File: src/logic/gpio_atx_pkg.sv
package gpio_atx_pkg;

    // clock and tick rates
    localparam int CLK_HZ = 100_000_000;
    localparam int SAMPLE_HZ = 32;
    localparam int PWM_HZ = 100;
    localparam int PWM_STEPS = 100;
    localparam int TICK_CNT_W = 24;
    localparam int PWM_CNT_W = 16;

    // times in their own units, converted to 32 Hz ticks
    localparam int KEY_HOLD_S = 4;
    localparam int KEY_TAP_MS = 250;
    localparam int RST_PULSE_S = 1;
    localparam int EXTEND_MAX_S = 5;
    localparam int SEC_TICKS = SAMPLE_HZ;
    localparam int HOLD_TICKS = KEY_HOLD_S * SAMPLE_HZ;
    localparam int TAP_TICKS = (KEY_TAP_MS * SAMPLE_HZ + 999) / 1000;
    localparam int RST_TICKS = RST_PULSE_S * SAMPLE_HZ;
    localparam int EXTEND_TICKS = EXTEND_MAX_S * SAMPLE_HZ;

    // pins
    localparam int NUM_PINS = 5;
    localparam int PIN_SENSE = 1;
    localparam int PIN_POWER = 2;
    localparam int PIN_RESET = 3;
    localparam logic [7:0] LEVEL_HIGH = 8'h64;

    // command codes and reply flags
    localparam logic [7:0] CMD_STORE_BOOT = 8'h04;
    localparam logic [7:0] CMD_ATX = 8'h1c;
    localparam logic [7:0] CMD_WDOG = 8'h1d;
    localparam logic [7:0] CMD_STATUS = 8'h1e;
    localparam logic [7:0] CMD_PIN_SET = 8'h22;
    localparam logic [7:0] CMD_PIN_READ = 8'h23;
    localparam logic [7:0] ACK_FLAG = 8'h40;
    localparam logic [7:0] NAK_FLAG = 8'hc0;
    localparam logic [4:0] LEN_ZERO = 5'h00;
    localparam logic [4:0] LEN_ONE = 5'h01;
    localparam logic [4:0] LEN_TWO = 5'h02;
    localparam logic [4:0] LEN_THREE = 5'h03;
    localparam logic [7:0] STATUS_LEN = 8'h0f;
    localparam logic [7:0] PIN_READ_LEN = 8'h04;

    // power function mask bits
    localparam int RST_INV_BIT = 1;
    localparam int PWR_INV_BIT = 2;
    localparam int WD_ACTIVE_BIT = 3;
    localparam int BLANK_BIT = 4;
    localparam int KEY_RST_BIT = 5;
    localparam int KEY_PON_BIT = 6;
    localparam int KEY_POFF_BIT = 7;

    // configuration byte
    localparam int CFG_FUNC_BIT = 3;
    localparam logic [7:0] CFG_RSVD_MASK = 8'hf0;

    // drive modes
    localparam logic [2:0] MODE_UP_PULLDN = 3'h0;
    localparam logic [2:0] MODE_FAST_BOTH = 3'h1;
    localparam logic [2:0] MODE_HIZ = 3'h2;
    localparam logic [2:0] MODE_PULLUP_DN = 3'h3;
    localparam logic [2:0] MODE_SLOW_UP = 3'h4;
    localparam logic [2:0] MODE_SLOW_BOTH = 3'h5;
    localparam logic [2:0] MODE_RSVD = 3'h6;
    localparam logic [2:0] MODE_SLOW_DN = 3'h7;

    // apb map
    localparam logic [11:0] OFS_CMD = 12'h000;
    localparam logic [11:0] OFS_ARG = 12'h004;
    localparam logic [11:0] OFS_REPLY = 12'h008;
    localparam logic [11:0] OFS_RDATA0 = 12'h010;
    localparam logic [11:0] OFS_RDATA3 = 12'h01c;

    // boot defaults
    localparam logic [7:0] DEF_ATX_MASK = 8'h00;
    localparam logic [7:0] DEF_PULSE_LEN = 8'h20;

    typedef struct packed {
        logic [7:0] level;
        logic func;
        logic [2:0] mode;
    } pin_cfg_type;

    localparam pin_cfg_type [NUM_PINS-1:0] BOOT_PINS = '{
        '{8'h00, 1'b0, MODE_HIZ},
        '{8'h00, 1'b0, MODE_HIZ},
        '{8'h00, 1'b0, MODE_HIZ},
        '{8'h00, 1'b0, MODE_PULLUP_DN},
        '{8'h00, 1'b0, MODE_HIZ}};

    typedef struct packed {
        logic psel;
        logic penable;
        logic pwrite;
        logic [11:0] paddr;
        logic [31:0] pwdata;
    } apb_req_type;

    typedef struct packed {
        logic pready;
        logic [31:0] prdata;
        logic pslverr;
    } apb_rsp_type;

    typedef struct packed {
        logic [7:0] fan_report;
        logic [3:0][7:0] temp_report;
        logic [7:0] key_press;
        logic [7:0] key_release;
        logic [3:0][7:0] glitch_delay;
        logic [7:0] contrast;
        logic [7:0] backlight;
    } misc_status_type;

    typedef enum logic [3:0] {
        PS_IDLE = 4'b0001,
        PS_RESET = 4'b0010,
        PS_POWER = 4'b0100,
        PS_EXTEND = 4'b1000
    } pulse_state_type;

    typedef struct packed {
        apb_rsp_type apb;
        logic [31:0] arg;
        logic [7:0] rtype;
        logic [7:0] rlen;
        logic rvalid;
        logic rnak;
        logic [15:0][7:0] reply;
        pin_cfg_type [NUM_PINS-1:0] pins;
        pin_cfg_type [NUM_PINS-1:0] boot_pins;
        logic [7:0] atx_mask;
        logic [7:0] boot_atx;
        logic [7:0] pulse_len;
        logic [7:0] boot_plen;
        logic [TICK_CNT_W-1:0] tick_cnt;
        logic [PWM_CNT_W-1:0] pwm_cnt;
        logic [6:0] pwm_phase;
        logic [NUM_PINS-1:0] sample;
        logic [NUM_PINS-1:0] rise;
        logic [NUM_PINS-1:0] fall;
        logic wd_en;
        logic [7:0] wd_cnt;
        logic [4:0] wd_sec;
        pulse_state_type pstate;
        logic [8:0] pulse_cnt;
        logic keypad_src;
        logic poff_src;
        logic [7:0] key_hold;
        logic key_lock;
        logic blank;
        logic reboot;
        logic [NUM_PINS-1:0] pin_out;
        logic [NUM_PINS-1:0] pin_oe;
    } state_type;

endpackage : gpio_atx_pkg

File: src/logic/gpio_atx_watchdog_control.sv
// Implementation choices: the placing of the registers and register access over APB.
`timescale 1ns/1ns
module gpio_atx_watchdog_control
    import gpio_atx_pkg::*;
#(
    parameter int SAMPLE_DIV = CLK_HZ / SAMPLE_HZ,
    parameter int PWM_STEP_DIV = CLK_HZ / (PWM_HZ * PWM_STEPS)
) (
    input wire logic i_clk,
    input wire logic i_arst_n,
    input wire apb_req_type i_apb,
    output apb_rsp_type o_apb,
    input wire logic [NUM_PINS-1:0] i_pin_in,
    output logic [NUM_PINS-1:0] o_pin_out,
    output logic [NUM_PINS-1:0] o_pin_oe,
    output logic [NUM_PINS-1:0][2:0] o_drive_mode,
    input wire logic i_key_confirm,
    input wire logic i_key_cancel,
    input wire misc_status_type i_misc_status,
    output logic o_display_blank,
    output logic o_backlight_off,
    output logic o_reboot
);

    ////////////////////////////////////////////////////////////////////////////
    function automatic logic [1:0] drive_of(input logic [2:0] mode, input logic val);
        logic [1:0] r;
        r = 2'b00;
        case (mode)
            MODE_UP_PULLDN: r = {val, val};
            MODE_FAST_BOTH: r = {val, 1'b1};
            MODE_HIZ: r = 2'b00;
            MODE_PULLUP_DN: r = {1'b0, !val};
            MODE_SLOW_UP: r = {val, val};
            MODE_SLOW_BOTH: r = {val, 1'b1};
            MODE_SLOW_DN: r = {1'b0, !val};
            default: r = 2'b00;
        endcase
        return r;
    endfunction : drive_of

    function automatic logic addr_hit(input logic [11:0] a);
        return (a == OFS_CMD) || (a == OFS_ARG) || (a == OFS_REPLY) ||
            (a >= OFS_RDATA0 && a <= OFS_RDATA3 && a[1:0] == 2'b00);
    endfunction : addr_hit

    ////////////////////////////////////////////////////////////////////////////
    state_type s_q;
    state_type s_d;

    logic access;
    logic commit;
    logic cmd_wr;
    logic tick;
    logic sec_tick;
    logic pwm_step;
    logic sense;
    logic sense_rise;
    logic wd_fire;
    logic ok;
    logic pwm_val;
    logic [1:0] drv;
    logic [31:0] rd_word;
    logic [7:0] ctype;
    logic [4:0] clen;
    logic [3:0][7:0] d;
    logic [2:0] pidx;
    logic [NUM_PINS-1:0] clr;

    always_comb begin
        s_d = s_q;
        access = i_apb.psel && i_apb.penable;
        commit = access && s_q.apb.pready;
        cmd_wr = commit && i_apb.pwrite && (i_apb.paddr == OFS_CMD);
        ctype = i_apb.pwdata[7:0];
        clen = i_apb.pwdata[12:8];
        d = s_q.arg;
        pidx = d[0][2:0];
        ok = 1'b0;
        clr = '0;
        wd_fire = 1'b0;
        pwm_val = 1'b0;
        drv = 2'b00;
        s_d.reboot = 1'b0;

        // apb read mux; one wait state so prdata comes from a flop
        case (i_apb.paddr)
            OFS_ARG: rd_word = s_q.arg;
            OFS_REPLY: rd_word = {14'h0000, s_q.rnak, s_q.rvalid, s_q.rlen, s_q.rtype};
            default: rd_word = (i_apb.paddr >= OFS_RDATA0 && i_apb.paddr <= OFS_RDATA3) ?
                s_q.reply[4 * i_apb.paddr[3:2] +: 4] : 32'h0000_0000;
        endcase
        if (access && !s_q.apb.pready) begin
            s_d.apb.pready = 1'b1;
            s_d.apb.prdata = i_apb.pwrite ? 32'h0000_0000 : rd_word;
            s_d.apb.pslverr = !addr_hit(i_apb.paddr);
        end else begin
            s_d.apb = '0;
        end
        if (commit && i_apb.pwrite && i_apb.paddr == OFS_ARG) begin
            s_d.arg = i_apb.pwdata;
        end
        if (commit && i_apb.pwrite && i_apb.paddr == OFS_REPLY) begin
            s_d.rvalid = 1'b0;
        end

        tick = s_q.tick_cnt == TICK_CNT_W'(SAMPLE_DIV - 1);
        s_d.tick_cnt = tick ? '0 : s_q.tick_cnt + 1'b1;
        sense = s_q.sample[PIN_SENSE];
        sense_rise = tick && i_pin_in[PIN_SENSE] && !sense;
        if (tick) begin
            s_d.sample = i_pin_in;
        end

        // pwm base: 100 steps per 10 ms
        pwm_step = s_q.pwm_cnt == PWM_CNT_W'(PWM_STEP_DIV - 1);
        s_d.pwm_cnt = pwm_step ? '0 : s_q.pwm_cnt + 1'b1;
        if (pwm_step) begin
            s_d.pwm_phase = (s_q.pwm_phase == 7'(PWM_STEPS - 1)) ? 7'h00 : s_q.pwm_phase + 1'b1;
        end

        sec_tick = tick && s_q.wd_sec == 5'(SEC_TICKS - 1);
        if (tick) begin
            s_d.wd_sec = sec_tick ? 5'h00 : s_q.wd_sec + 1'b1;
        end
        if (s_q.wd_en && sec_tick) begin
            s_d.wd_cnt = s_q.wd_cnt - 1'b1;
            if (s_q.wd_cnt == 8'h01) begin
                wd_fire = 1'b1;
                s_d.wd_en = 1'b0;
            end
        end

        // key hold timer; lock forces a release between pulses
        if (tick) begin
            if (s_q.key_lock) begin
                s_d.key_hold = 8'h00;
                s_d.key_lock = i_key_confirm || i_key_cancel;
            end else if (i_key_confirm || i_key_cancel) begin
                s_d.key_hold = (s_q.key_hold == 8'hff) ? 8'hff : s_q.key_hold + 1'b1;
            end else begin
                s_d.key_hold = 8'h00;
            end
        end

        case (s_q.pstate)
            PS_IDLE: begin
                s_d.pulse_cnt = '0;
                if (wd_fire) begin
                    s_d.pstate = PS_RESET;
                    s_d.keypad_src = 1'b0;
                end else if (s_q.atx_mask[KEY_RST_BIT] && sense && i_key_confirm &&
                        s_q.key_hold >= 8'(HOLD_TICKS)) begin
                    s_d.pstate = PS_RESET;
                    s_d.keypad_src = 1'b1;
                    s_d.key_lock = 1'b1;
                end else if (s_q.atx_mask[KEY_PON_BIT] && !sense && i_key_confirm &&
                        s_q.key_hold >= 8'(TAP_TICKS)) begin
                    s_d.pstate = PS_POWER;
                    s_d.poff_src = 1'b0;
                    s_d.key_lock = 1'b1;
                end else if (s_q.atx_mask[KEY_POFF_BIT] && sense && i_key_cancel &&
                        s_q.key_hold >= 8'(HOLD_TICKS)) begin
                    s_d.pstate = PS_POWER;
                    s_d.poff_src = 1'b1;
                    s_d.key_lock = 1'b1;
                end
            end
            PS_RESET: begin
                if (tick) begin
                    s_d.pulse_cnt = s_q.pulse_cnt + 1'b1;
                    if (s_q.pulse_cnt == 9'(RST_TICKS - 1)) begin
                        s_d.pstate = PS_IDLE;
                        s_d.reboot = s_q.keypad_src;
                    end
                end
            end
            PS_POWER: begin
                if (tick) begin
                    s_d.pulse_cnt = s_q.pulse_cnt + 1'b1;
                    if (s_q.pulse_cnt == {1'b0, s_q.pulse_len} - 9'h001) begin
                        s_d.pulse_cnt = '0;
                        s_d.pstate = (s_q.poff_src && i_key_cancel) ? PS_EXTEND : PS_IDLE;
                        s_d.reboot = !s_q.poff_src;
                    end
                end
            end
            PS_EXTEND: begin
                if (tick) begin
                    s_d.pulse_cnt = s_q.pulse_cnt + 1'b1;
                    if (!i_key_cancel || s_q.pulse_cnt == 9'(EXTEND_TICKS - 1)) begin
                        s_d.pstate = PS_IDLE;
                    end
                end
            end
            default: s_d.pstate = PS_IDLE;
        endcase

        // command execution
        if (cmd_wr) begin
            s_d.rlen = 8'h00;
            case (ctype)
                CMD_STORE_BOOT: begin
                    ok = clen == LEN_ZERO;
                    if (ok) begin
                        s_d.boot_pins = s_q.pins;
                        s_d.boot_atx = s_q.atx_mask;
                        s_d.boot_plen = s_q.pulse_len;
                    end
                end
                CMD_ATX: begin
                    ok = clen == LEN_ONE || (clen == LEN_TWO && d[1] != 8'h00);
                    if (ok) begin
                        s_d.atx_mask = d[0] & ~(8'h01 << WD_ACTIVE_BIT);
                        if (clen == LEN_TWO) begin
                            s_d.pulse_len = d[1];
                        end
                    end
                end
                CMD_WDOG: begin
                    ok = clen == LEN_ONE;
                    if (ok) begin
                        s_d.wd_en = d[0] != 8'h00;
                        s_d.wd_cnt = d[0];
                        s_d.wd_sec = 5'h00;
                    end
                end
                CMD_STATUS: begin
                    ok = clen == LEN_ZERO;
                    if (ok) begin
                        s_d.rlen = STATUS_LEN;
                        s_d.reply = '0;
                        s_d.reply[0] = i_misc_status.fan_report;
                        s_d.reply[4:1] = i_misc_status.temp_report;
                        s_d.reply[5] = i_misc_status.key_press;
                        s_d.reply[6] = i_misc_status.key_release;
                        s_d.reply[7] = s_q.atx_mask | ({7'h00, s_q.wd_en} << WD_ACTIVE_BIT);
                        s_d.reply[8] = s_q.wd_cnt;
                        s_d.reply[12:9] = i_misc_status.glitch_delay;
                        s_d.reply[13] = i_misc_status.contrast;
                        s_d.reply[14] = i_misc_status.backlight;
                    end
                end
                CMD_PIN_SET: begin
                    ok = (clen == LEN_TWO || clen == LEN_THREE) && d[0] < 8'(NUM_PINS) &&
                        d[1] <= LEVEL_HIGH && (clen == LEN_TWO || (d[2] & CFG_RSVD_MASK) == 8'h00);
                    if (ok) begin
                        s_d.pins[pidx].level = d[1];
                        if (clen == LEN_THREE) begin
                            s_d.pins[pidx].func = d[2][CFG_FUNC_BIT];
                            s_d.pins[pidx].mode = d[2][2:0];
                        end
                    end
                end
                CMD_PIN_READ: begin
                    ok = clen == LEN_ONE && d[0] < 8'(NUM_PINS);
                    if (ok) begin
                        s_d.rlen = PIN_READ_LEN;
                        s_d.reply = '0;
                        s_d.reply[0] = d[0];
                        s_d.reply[1] = {5'h00, s_q.rise[pidx], s_q.fall[pidx], s_q.sample[pidx]};
                        s_d.reply[2] = s_q.pins[pidx].level;
                        s_d.reply[3] = {4'h0, s_q.pins[pidx].func, s_q.pins[pidx].mode};
                        clr[pidx] = 1'b1;
                    end
                end
                default: ok = 1'b0;
            endcase
            s_d.rtype = ctype | (ok ? ACK_FLAG : NAK_FLAG);
            s_d.rvalid = 1'b1;
            s_d.rnak = !ok;
        end

        // edge flags: a new edge wins over a query clear
        s_d.rise = (s_q.rise & ~clr) | (tick ? (i_pin_in & ~s_q.sample) : '0);
        s_d.fall = (s_q.fall & ~clr) | (tick ? (~i_pin_in & s_q.sample) : '0);

        s_d.blank = s_q.atx_mask[BLANK_BIT] && !sense;
        if (s_q.blank && sense_rise) begin
            s_d.reboot = 1'b1;
        end

        // reboot restores boot state; the watchdog is left off
        if (s_d.reboot) begin
            s_d.pins = s_q.boot_pins;
            s_d.atx_mask = s_q.boot_atx;
            s_d.pulse_len = s_q.boot_plen;
            s_d.wd_en = 1'b0;
            s_d.wd_cnt = 8'h00;
            s_d.rise = '0;
            s_d.fall = '0;
        end

        // pin drivers
        for (int i = 0; i < NUM_PINS; i++) begin
            pwm_val = {1'b0, s_q.pwm_phase} < s_q.pins[i].level;
            drv = drive_of(s_q.pins[i].mode, pwm_val);
            s_d.pin_out[i] = drv[1];
            s_d.pin_oe[i] = drv[0];
            if (!s_q.pins[i].func) begin
                s_d.pin_out[i] = 1'b0;
                s_d.pin_oe[i] = 1'b0;
                // default power line role, driven only during pulse
                if (i == PIN_POWER) begin
                    s_d.pin_out[i] = s_q.atx_mask[PWR_INV_BIT];
                    s_d.pin_oe[i] = s_q.pstate == PS_POWER || s_q.pstate == PS_EXTEND;
                end
                if (i == PIN_RESET) begin
                    s_d.pin_out[i] = s_q.atx_mask[RST_INV_BIT];
                    s_d.pin_oe[i] = s_q.pstate == PS_RESET;
                end
            end
        end
    end

    ////////////////////////////////////////////////////////////////////////////
    always_ff @(posedge i_clk or negedge i_arst_n) begin
        if (!i_arst_n) begin
            s_q <= '0;
            s_q.pins <= BOOT_PINS;
            s_q.boot_pins <= BOOT_PINS;
            s_q.atx_mask <= DEF_ATX_MASK;
            s_q.boot_atx <= DEF_ATX_MASK;
            s_q.pulse_len <= DEF_PULSE_LEN;
            s_q.boot_plen <= DEF_PULSE_LEN;
            s_q.pstate <= PS_IDLE;
        end else begin
            s_q <= s_d;
        end
    end

    ////////////////////////////////////////////////////////////////////////////
    assign o_apb = s_q.apb;
    assign o_pin_out = s_q.pin_out;
    assign o_pin_oe = s_q.pin_oe;
    assign o_display_blank = s_q.blank;
    assign o_backlight_off = s_q.blank;
    assign o_reboot = s_q.reboot;

    // drive mode to pad strength control
    for (genvar g = 0; g < NUM_PINS; g++) begin : g_mode
        assign o_drive_mode[g] = s_q.pins[g].mode;
    end

endmodule : gpio_atx_watchdog_control

File: config.mk
export PLATFORM = sky130hd
export DESIGN_NAME = gpio_atx_watchdog_control
export DESIGN_NICKNAME = d
export VERILOG_FILES = /design/src/logic/gpio_atx_pkg.sv /design/src/logic/gpio_atx_watchdog_control.sv
export SDC_FILE = /design/constraint.sdc
export NUM_CORES = 1
export LEC_CHECK = 0
export BUFFER_PORTS_ARGS = -buffer_cell sky130_fd_sc_hd__buf_2
export CELL_PAD_IN_SITES_DETAIL_PLACEMENT = 2
export CELL_PAD_IN_SITES_GLOBAL_PLACEMENT = 2
export CORE_UTILIZATION = 32
export DETAILED_ROUTE_END_ITERATION = 7
export HOLD_SLACK_MARGIN = 0.02
export PLACE_DENSITY_LB_ADDON = 0.08
export SLEW_MARGIN = 5
export SYNTH_ARGS = -nofsm -noshare
export SYNTH_HDL_FRONTEND = slang
export SYNTH_SLANG_ARGS = --single-unit
export TNS_END_PERCENT = 30
File: constraint.sdc
create_clock -name i_clk -period 3.4 [get_ports i_clk]
set_input_delay 0.85 -clock i_clk [delete_from_list [all_inputs] [get_ports i_clk]]
set_output_delay 0.85 -clock i_clk [all_outputs]
set_load 0.01 [all_outputs]
==> results of run 1 <==
registers in the layout, indices dropped and copies added, names as in the netlist:
signal,count
o_reboot,1
o_backlight_off,1
s_q,369
o_pin_out,5
o_pin_oe,5
o_drive_mode,15
d,32
o_apb,34
layout make-up:
class,count,share of cell area
clock buffers,92,0.06531
diodes,6,0.0005602
well taps,940,0.04388
repair buffers,311,0.07572
flip-flops and latches,462,0.4320
inverters,48,0.006722
multi-input cells,1605,0.3716
clock inverters,11,0.004201
metrics by stage:
| step | cells | setup WS [ns] | area [um2] | power (W) | hold slack, ns |
|---|---|---|---|---|---|
| 2_1_floorplan | 2309 | 0.3993 | 22660 | 0.005687 | 0.4251 |
| 3_3_place_gp | 3366 | 0.08462 | 24930 | 0.005990 | 0.4359 |
| 3_5_place_dp | 3366 | 0.01892 | 24930 | 0.005996 | 0.4619 |
| 4_1_cts | 3469 | 0.3238 | 26790 | 0.01224 | 0.2263 |
| 5_1_grt | 3474 | 0.07246 | 26800 | 0.01246 | 0.2378 |
| 6_report | 3475 | 0.3518 | 26800 | 0.01202 | 0.2218 |
kinds of logic after synthesis:
logic type	after synthesis	synth area share
fa+ha+maj	41	0.02264
flops	462	0.5110
buf+inv	242	0.05213
compound gates	479	0.1213
simple gates	826	0.1640
mux	206	0.1084
xor+xnor	53	0.02049
cell usage after synthesis, types with 4 or more instances:
master	n	share of area
nand2_1	452	0.075
dfrtp_1	447	0.49
o21ai_0	253	0.056
nor2_1	141	0.023
mux2i_1	107	0.047
clkbuf_1	105	0.017
a21oi_1	92	0.020
mux2_2	75	0.037
buf_4	71	0.024
nand3_1	52	0.011
inv_1	48	0.0080
ha_1	41	0.023
a22oi_1	35	0.012
xnor2_1	33	0.013
and3_1	25	0.0069
mux4_2	24	0.024
o21ai_1	24	0.0053
xor2_1	20	0.0077
nand4_1	18	0.0050
nor3b_1	18	0.0060
nand2b_1	16	0.0044
and2_1	15	0.0041
dfstp_2	15	0.017
nor4_1	15	0.0041
nor2b_1	14	0.0039
buf_1	13	0.0022
nor3_1	13	0.0029
a222oi_1	11	0.0049
a21o_1	10	0.0033
or3_1	8	0.0022
or4_1	8	0.0027
a31oi_1	7	0.0019
buf_2	5	0.0011
nor4b_1	5	0.0019
o31ai_1	5	0.0017
a211o_1	4	0.0015
and4_1	4	0.0015
nand3b_1	4	0.0013
o22ai_1	4	0.0011
worst max path at each step:
stage | start | endpoint | slack [ns] | cells past startpoint
floorplan | i_apb[40] | d[10] | 0.40 | 8
CTS | s_q[120] | o_drive_mode[6] | 0.32 | 11
detailed placement | i_apb[3] | o_drive_mode[9] | 0.02 | 10
finish | s_q[120] | o_drive_mode[7] | 0.35 | 11
global route | s_q[120] | o_drive_mode[13] | 0.07 | 11
global placement | i_apb[3] | o_drive_mode[8] | 0.08 | 10
critical path: cells and delay by family, from the launching register on:
family / cells / cell delay (ns)
flops: 1 / 0.44
buf+inv: 3 / 0.59
simple gates: 4 / 0.91
fa+ha+maj: 1 / 0.27
compound gates: 3 / 0.74
layer usage:
layer / wire length, um / track usage / up-vias
li1: - / - / 8314
met1: 36140 / 0.3014 / 9514
met5: 0 / 0 / -
met3: 2096 / 0.02492 / 102
met2: 41330 / 0.3987 / 243
met4: 1941 / 0.06595 / 0
power by group:
group          leakage (nW)  internal [W]  total [W]  switching (W)
logic                  5.68      0.000125   0.000374       0.000249
registers              6.24       0.00551    0.00551     0.00000250
clock network         0.920       0.00364    0.00614        0.00250
total                  12.8       0.00927     0.0120        0.00275
==> summary.md, run 1 <==
| Metric | Value |
|---|---|
| Via count of the first global-routing pass | around 20k |
| Clk sink count | 462 |
| Final ANT Viol Nets | 0 |
| Slew HR | 0.3860 |
| Warnings from Yosys | 0 |
| Filler cell count | around 7.6k |
| Initial Util | 0.3236 |
| Share of cells above drive strength 1 | 0.2088 |
| Final Skew | between 0.01 and 0.015 ns |
| Number of H-tree levels | 2 |
| First-pass DRT Iterations | 5 |
| Final core occ | 0.3827 |
| Port buffer count | roughly 220 |
| Endpoints failing setup | 0 |
| Max Slew Vio Count | 0 |
| RSZ-0062 raised after global routing | no |
| Clock root buffer | clkbuf_16 |
| Critical Path Source Type | flip-flop |
| Number of flops mapped to enable cells by yosys | 0 |
| Number of DRC markers in iteration 0 | slightly below 800 |
| Routed wirelength normalized by instance count | about 23 um |
| Register area share after synthesis | 0.5110 |
| Final min period | a little over 3 ns |
| Grt total ovfl | 0 |
| CTS Buffer Depth | 3 |
| Total CTS buffers | slightly below 60 |
| Clk Latency, worst-skew pair | just over 0.6 ns |
| Worst r2r dst | o_drive_mode[7] |
| Total number of vias | ~18k |
| FFs w/ async S/R, synth | 1.000 |
| Worst-case reg-to-reg path depth | 11 |
| CP max stage cell | a311oi_4 |
| Postcts setup bufs | 0 |
| Crit-path max FO | 33 |
| WP data required | about 3.9 ns |
| Die width | ~270 um |
| Vias per inst | ~5.2 |
| Multi-input gate area | around 0.01 mm2 |
| Max IR drop VDD | 0.3581 mV |
| Hpwl dp | 58400 um |
| DRC viols | 0 |
| LEAKAGE | 12.84 nW |
| HP Class | in -> async |
| Cell area after synthesis | 0.02266 mm2 |
| Reg-to-Reg Start | s_q[120] |
| Seq cells post-synth | between 400 and 500 |
| Clock slew at reported path FFs | approximately 0.06 ns |
| Chip height | between 200 and 300 um |
| Avg Inst Size Synth | approximately 10 um2 |
| Final worst-path cycle share | 0.8965 |
| Row count | 97 |
| Worst-Margin Slew | 0.9082 ns |
| Synth-to-Final Area Change | 18.29% |
| CP most frequent cell | buf_12 |
| Arr. time, crit path | around 3.6 ns |
| Yosys cell types | just under 70 |
| Post-route setup TNS | 0 ns |
| Core area | 0.07003 mm2 |
| Initial antenna violation count | 6 |
| CTS tree | built |
| Crit-path cells | inv_1 > ha_1 > nor4bb_1 > nand3_1 > o211ai_1 > nand4_1 > a311oi_4 > buf_12 > buf_12 > nand2_1 > o21ai_1 |
| Cells after Synth | between 2k and 2.5k |
| Syn_nets | roughly 2.5k |
| Max-cap violations | 0 |
| Peak Freq | 0.3281 GHz |
| Main synth FF type | dfrtp_1 |
| All-Layer GR Usage | 0.2298 |
| Final hold violation count | 0 |
| Reg2reg setup slack | about 0.35 ns |
| Status | complete, no violations |
| Pwr dens | around 450 mW/mm2 |
| First-pass GRT wire length | between 100000 and 150000 um |
| CP endpoint kind | flip-flop |
| # nets final | between 2k and 3k |
| Largest net degree at the start of global routing | between 100 and 150 |
| Post-CTS sizing | 0 |
| Critical path class | reg -> reg |
| WL final | 81510 um |
| CTS Hold Bufs | 0 |
| # IOs | roughly 220 |
| RePlAce Congestion | between 0.7 and 0.8 |
| CP max stage delay | ~0.48 ns |
| Commonest non-fill, non-tap cell in the layout | nand2_1 |
| FF/Latch Area | around 0.012 mm2 |
| Most frequent cells in the layout | nand2_1, dfrtp_1, o21ai_0 |
| Die ar. | about 0.072 mm2 |
Power figures use the tool's default switching activity.
==> inputs of run 2 (changes only) <==
--- a/config.mk
+++ b/config.mk
@@ -12,5 +12,5 @@
 export DETAILED_ROUTE_END_ITERATION = 7
 export HOLD_SLACK_MARGIN = 0.02
-export PLACE_DENSITY_LB_ADDON = 0.08
+export PLACE_DENSITY = 0.77
 export SLEW_MARGIN = 5
 export SYNTH_ARGS = -nofsm -noshare
==> constraint.sdc (replaced) <==
create_clock -name i_clk -period 3.4 [get_ports i_clk]
set_input_delay 0.85 -clock i_clk [delete_from_list [all_inputs] [get_ports i_clk]]
set_output_delay 0.85 -clock i_clk [all_outputs]
set_load 0.1 [all_outputs]
==> run 2 against run 1 <==
Against the previous run: clock skew increased by 0.025 ns; sequential cell count unchanged; non-clock buffer count decreased by 15; first-iteration DRC count rose by 37%; count of clock-buffer cells in the layout down 5; maximum frequency decreased by 2.6%; largest cell class unchanged.
==> summary.md, run 2 (same netlist as run 1, synthesis figures left out) <==
| Metric | Value |
|---|---|
| # nets final | around 2.7k |
| CP max stage cell | a311oi_4 |
| Post-Place Setup Slack | -0.01137 ns |
| Row count | 97 |
| Slew HR | 0.2076 |
| First-pass DRT Iterations | 5 |
| Routed wirelength normalized by instance count | 24.65 um |
| Initial antenna violation count | 6 |
| RSZ-0062 raised after global routing | no |
| Share of cells above drive strength 1 | 0.2033 |
| WL final | between 80000 and 90000 um |
| LEAKAGE | between 10 and 15 nW |
| Final worst setup slack | approximately 0.27 ns |
| Max Slew Vio Count | 0 |
| Via count of the first global-routing pass | 21.00k |
| Core area | 0.07003 mm2 |
| Postcts setup bufs | 0 |
| Number of H-tree levels | 2 |
| Synth-to-Final Area Change | 17.69% |
| Pwr dens | 448.8 mW/mm2 |
| Crit-path max FO | 40 |
| Die width | 268.1 um |
| Arr. time, crit path | 3.58 ns |
| Number of DRC markers in iteration 0 | 1072 |
| Peak Freq | 0.3196 GHz |
| Final Power | approximately 0.012 W |
| Chip height | approximately 270 um |
| Final min period | between 3 and 4 ns |
| Flip-flop count of the largest register after layout | 369 |
| Largest Register | s_q |
| Final ANT Viol Nets | 0 |
| Final Skew | 0.03889 ns |
| First-pass GRT wire length | around 130000 um |
| # IOs | roughly 220 |
| CTS Buffer Depth | 3 |
| Port buffer count | between 200 and 250 |
| Clk Latency, worst-skew pair | slightly above 0.6 ns |
| Die ar. | 0.07188 mm2 |
| Final hold violation count | 0 |
| Placed Area | between 0.02 and 0.025 mm2 |
| Endpoints failing setup | 0 |
| Critical Path Source Type | flip-flop |
| Vias per inst | between 5 and 6 |
| Clock slew at reported path FFs | 0.06 ns |
| Largest net degree at the start of global routing | 94 |
| HP Class | in -> async |
| CP most frequent cell | buf_12 |
| Final worst-path cycle share | 0.9203 |
| CTS Hold Bufs | 0 |
| Clk sink count | roughly 460 |
| Critical path class | reg -> reg |
| Clock root buffer | clkbuf_16 |
| Status | complete, no violations |
| Grt total ovfl | 0 |
| Max-cap violations | 0 |
| Worst-Margin Slew | between 1 and 1.5 ns |
| CTS tree | built |
| Commonest non-fill, non-tap cell in the layout | nand2_1 |
| Hpwl dp | between 60000 and 70000 um |
| CP max stage delay | between 0.5 and 0.6 ns |
| Most frequent cells in the layout | nand2_1, dfrtp_1, o21ai_0 |
| RePlAce Congestion | around 0.85 |
| Max IR drop VDD | 0.3258 mV |
| Finished Cell Area | about 0.027 mm2 |
| All-Layer GR Usage | 0.2337 |
| Crit-path cells | nor3_1 > nand3_1 > a2111oi_2 > nand4_1 > a311oi_4 > buf_12 > buf_12 > o21ai_0 |
| WP data required | around 3.9 ns |
| Total CTS buffers | 54 |
| DRC viols | 0 |
| Initial Util | 0.3236 |
| Total number of vias | about 19k |
| CP endpoint kind | flip-flop |
| Post-CTS sizing | 0 |
## run 2: per-layer routing
metal / vias up / routed length, um / global-route usage
met1: 9997 / 36160 / 0.2968
li1: 8274 / - / -
met4: 0 / 2601 / 0.08015
met5: - / 0 / 0
met3: 132 / 3083 / 0.02795
met2: 433 / 43320 / 0.4092
## run 2: worst paths after layout
check                      startpoint              end  slack [ns]  cells after the start
max reg2reg                  s_q[122]  o_drive_mode[0]        0.27                      8
min in group i_clk           s_q[156]  o_drive_mode[3]        0.46                      2
max                          s_q[122]  o_drive_mode[0]        0.27                      8
min reg2reg                  s_q[156]  o_drive_mode[3]        0.46                      2
min                          i_arst_n  o_drive_mode[0]        0.25                      1
max in group asynchronous    i_arst_n          s_q[32]        2.30                      2
## run 2: layout make-up
cell class | instances | area (um2)
Antenna cell | 6 | 15.01
Clock buffer | 87 | 1645
Clock inverter | 11 | 195.2
Fill cell | 7566 | 43360
Inverter | 48 | 180.2
Multi-Input combinational cell | 1605 | 9960
Sequential cell | 462 | 11580
Tap cell | 940 | 1176
Timing Repair Buffer | 296 | 1917
## run 2: where the power goes
part	internal (W)	switching [W]	total [W]
clock	0.00360	0.00247	0.00607
sequential	0.00550	0.00000283	0.00551
combinational	0.000127	0.000265	0.000392
total	0.00923	0.00273	0.0120
## run 2: through the flow
stage	util	hold slack, ns	instances	setup TNS (ns)
after floorplan	-	0.4251	2309	0
after global placement	0.3543	0.4398	3351	0
after detailed placement	0.3543	0.4592	3351	-0.01164
after CTS	0.3806	0.2505	3449	0
after global routing	0.3808	0.2855	3455	0
final	0.3808	0.2505	3455	0
## run 2: worst max-delay path: cells and delay by family (launching register included)
| family | cells | cell delay, ns |
|---|---|---|
| AO/OA/AOI/OAI | 3 | 1.12 |
| buffers and inverters | 2 | 0.47 |
| flip-flops | 1 | 0.48 |
| AND/OR/NAND/NOR | 3 | 0.87 |
==> inputs of run 3 (changes only) <==
- GPL_TIMING_DRIVEN: default -> 0
==> run 3 against run 2 <==
Against the previous run: power decreased by 1.8%; clock skew decreased by 0.0072 ns; first-iteration DRC count increased by 22%; cell area increased by 0.86%; count of clock-buffer cells in the layout decreased by 1; hold slack got worse by 0.016 ns; maximum frequency decreased by 6.5%; critical path depth unchanged.
==> summary.md, run 3 (same netlist as run 1, synthesis figures left out) <==
| Metric | Value |
|---|---|
| Largest Register | s_q |
| Delay-heaviest family, CP | simple AND/OR/NAND/NOR gates |
| Crit-path cells | buf_2 > nor4_1 > nand2_1 > or4_1 > nor3b_4 > clkbuf_1 > a222oi_1 > nor2_1 |
| RSZ-0062 raised after global routing | yes |
| # IOs | 222 |
| Clock root buffer | clkbuf_16 |
| # nets final | roughly 2.8k |
| CP max stage cell | clkbuf_1 |
| Post-Place Setup Slack | -0.8704 ns |
| Total number of vias | between 15k and 20k |
| Reg-to-Reg Start | d[2] |
| Largest net degree at the start of global routing | 107 |
| Final core occ | 0.3841 |
| Crit-path max FO | 10 |
| All-Layer GR Usage | 0.2542 |
| First-pass GRT wire length | around 140000 um |
| Commonest non-fill, non-tap cell in the layout | nand2_1 |
| Synth-to-Final Area Change | 18.70% |
| Initial antenna violation count | 11 |
| Share of cells above drive strength 1 | 0.1983 |
| CTS Hold Bufs | 0 |
| Chip height | ~270 um |
| WL final | slightly above 90000 um |
| CP endpoint kind | flip-flop |
| Finished Cell Area | approximately 0.027 mm2 |
| Grt total ovfl | 0 |
| Initial Util | 0.3236 |
| Worst r2r dst | s_q[285] |
| FF/Latch Area | ~0.012 mm2 |
| Clk sink count | between 400 and 500 |
| Critical path class | in -> reg |
| LEAKAGE | roughly 13 nW |
| Total CTS buffers | 53 |
| Final ANT Viol Nets | 0 |
| Arr. time, crit path | just under 4 ns |
| WP data required | between 3 and 4 ns |
| Final Skew | 0.03167 ns |
| Max IR drop VDD | approximately 0.34 mV |
| Most frequent cells in the layout | nand2_1, dfrtp_1, o21ai_0 |
| Slew HR | 0.1829 |
| RePlAce Congestion | between 0.9 and 1 |
| Final hold violation count | 0 |
| Die width | between 200 and 300 um |
| Placed Area | between 0.02 and 0.03 mm2 |
| Filler cell count | about 7.6k |
| Final worst setup slack | 0.05239 ns |
| Routed wirelength normalized by instance count | 25.60 um |
| Post-route setup TNS | 0 ns |
| Die ar. | between 0.07 and 0.08 mm2 |
| Port buffer count | 220 |
| Worst-case reg-to-reg path depth | 8 |
| Flip-flop count of the largest register after layout | roughly 370 |
| Peak Freq | ~0.30 GHz |
| Clk Latency, worst-skew pair | 0.61 ns |
| Reg2reg setup slack | 0.12 ns |
| Worst-Margin Slew | around 1.2 ns |
| Vias per inst | roughly 5.4 |
| Via count of the first global-routing pass | roughly 22k |
| Final worst-path cycle share | 0.9846 |
| Row count | 97 |
| CP Depth | 8 |
| Max Slew Vio Count | 0 |
| Worst setup path start | i_apb[40] |
| Number of DRC markers in iteration 0 | around 1.3k |
| CTS Buffer Depth | 3 |
| Final min period | 3.348 ns |
| Critical Path End | o_apb[8] |
| CP max stage delay | ~0.65 ns |
| Critical Path Source Type | input port |
| Number of H-tree levels | 2 |
| Clock slew at reported path FFs | about 0.060 ns |
| CTS tree | built |
| Worst path bufs/invs | 2 |
| Pwr dens | approximately 440 mW/mm2 |
| Max-cap violations | 0 |
| Status | complete, no violations |
| Hpwl dp | slightly below 70000 um |
| Finished Layout Cells | around 3.6k |
| Multi-input gate area | slightly below 0.01 mm2 |
| Endpoints failing setup | 0 |
| HP Class | in -> async |
| Placed insts | around 3.5k |
| DRC viols | 0 |
| Core area | 0.07003 mm2 |
| First-pass DRT Iterations | 6 |
run 3: cell count changes in the layout (fill, tap and decap cells not counted), moves of 2 or more:
cell,change
buf_16,+4
clkbuf_2,+10
buf_2,+4
nand2_1,+3
nand2_4,-3
clkbuf_1,+95
clkinv_2,+5
buf_1,+13
buf_12,-18
buf_4,+15
bufinv_16,-2
run 3: worst register-to-register path, stage by stage (launching register included):
cell and delay [ns]:
dfrtp_1 0.41, buf_1 0.64, clkbuf_1 0.97, mux2i_1 0.30, nor2_1 0.09, a21oi_1 0.25
a21oi_1 0.17, a21oi_1 0.21, o21ai_0 0.11
run 3: worst min-delay path by stage:
stage	to	slack (ns)	depth (start not counted)
detailed placement	s_q[72]	0.45	1
global route	s_q[164]	0.27	1
finish	s_q[224]	0.23	1
global placement	s_q[72]	0.44	1
CTS	s_q[225]	0.25	1
floorplan	s_q[72]	0.43	1
run 3: final cells by class:
cell class              count  share of cell area
diodes                      6           0.0005582
plain buffers             194             0.03768
clock buffers              86             0.06066
clock inverters            12            0.004512
inverters                  48            0.006699
multi-input cells        1605              0.3695
flip-flops and latches    462              0.4305
well taps                 940             0.04373
repair buffers            225             0.04615
run 3: timing repair:
item / in CTS / in global routing
buffers inserted: 0 / 1
cloned: 0 / 0
setup endpoints to repair: 57 / 160
pin swaps: 1 / 2
resized for setup: 6 / 20
run 3: power breakdown:
| part | leakage (nW) | switching, W | internal (W) | total [W] |
|---|---|---|---|---|
| Clock | 0.870 | 0.00244 | 0.00341 | 0.00585 |
| Combinational | 5.76 | 0.000275 | 0.000120 | 0.000395 |
| Sequential | 6.24 | 0.00000351 | 0.00550 | 0.00551 |
run 3: metrics by stage:
stage	total power, W	hold WS, ns
4_1_cts	0.01185	0.2460
5_1_grt	0.01208	0.2708
6_report	0.01176	0.2346
2_1_floorplan	0.005696	0.4251
3_5_place_dp	0.006005	0.4531
3_3_place_gp	0.005979	0.4359
run 3: routing by layer:
layer	track usage	wire length (um)
met4	0.09560	3329
met1	0.3299	39440
met3	0.03317	3685
met2	0.4309	45120
met5	0	21
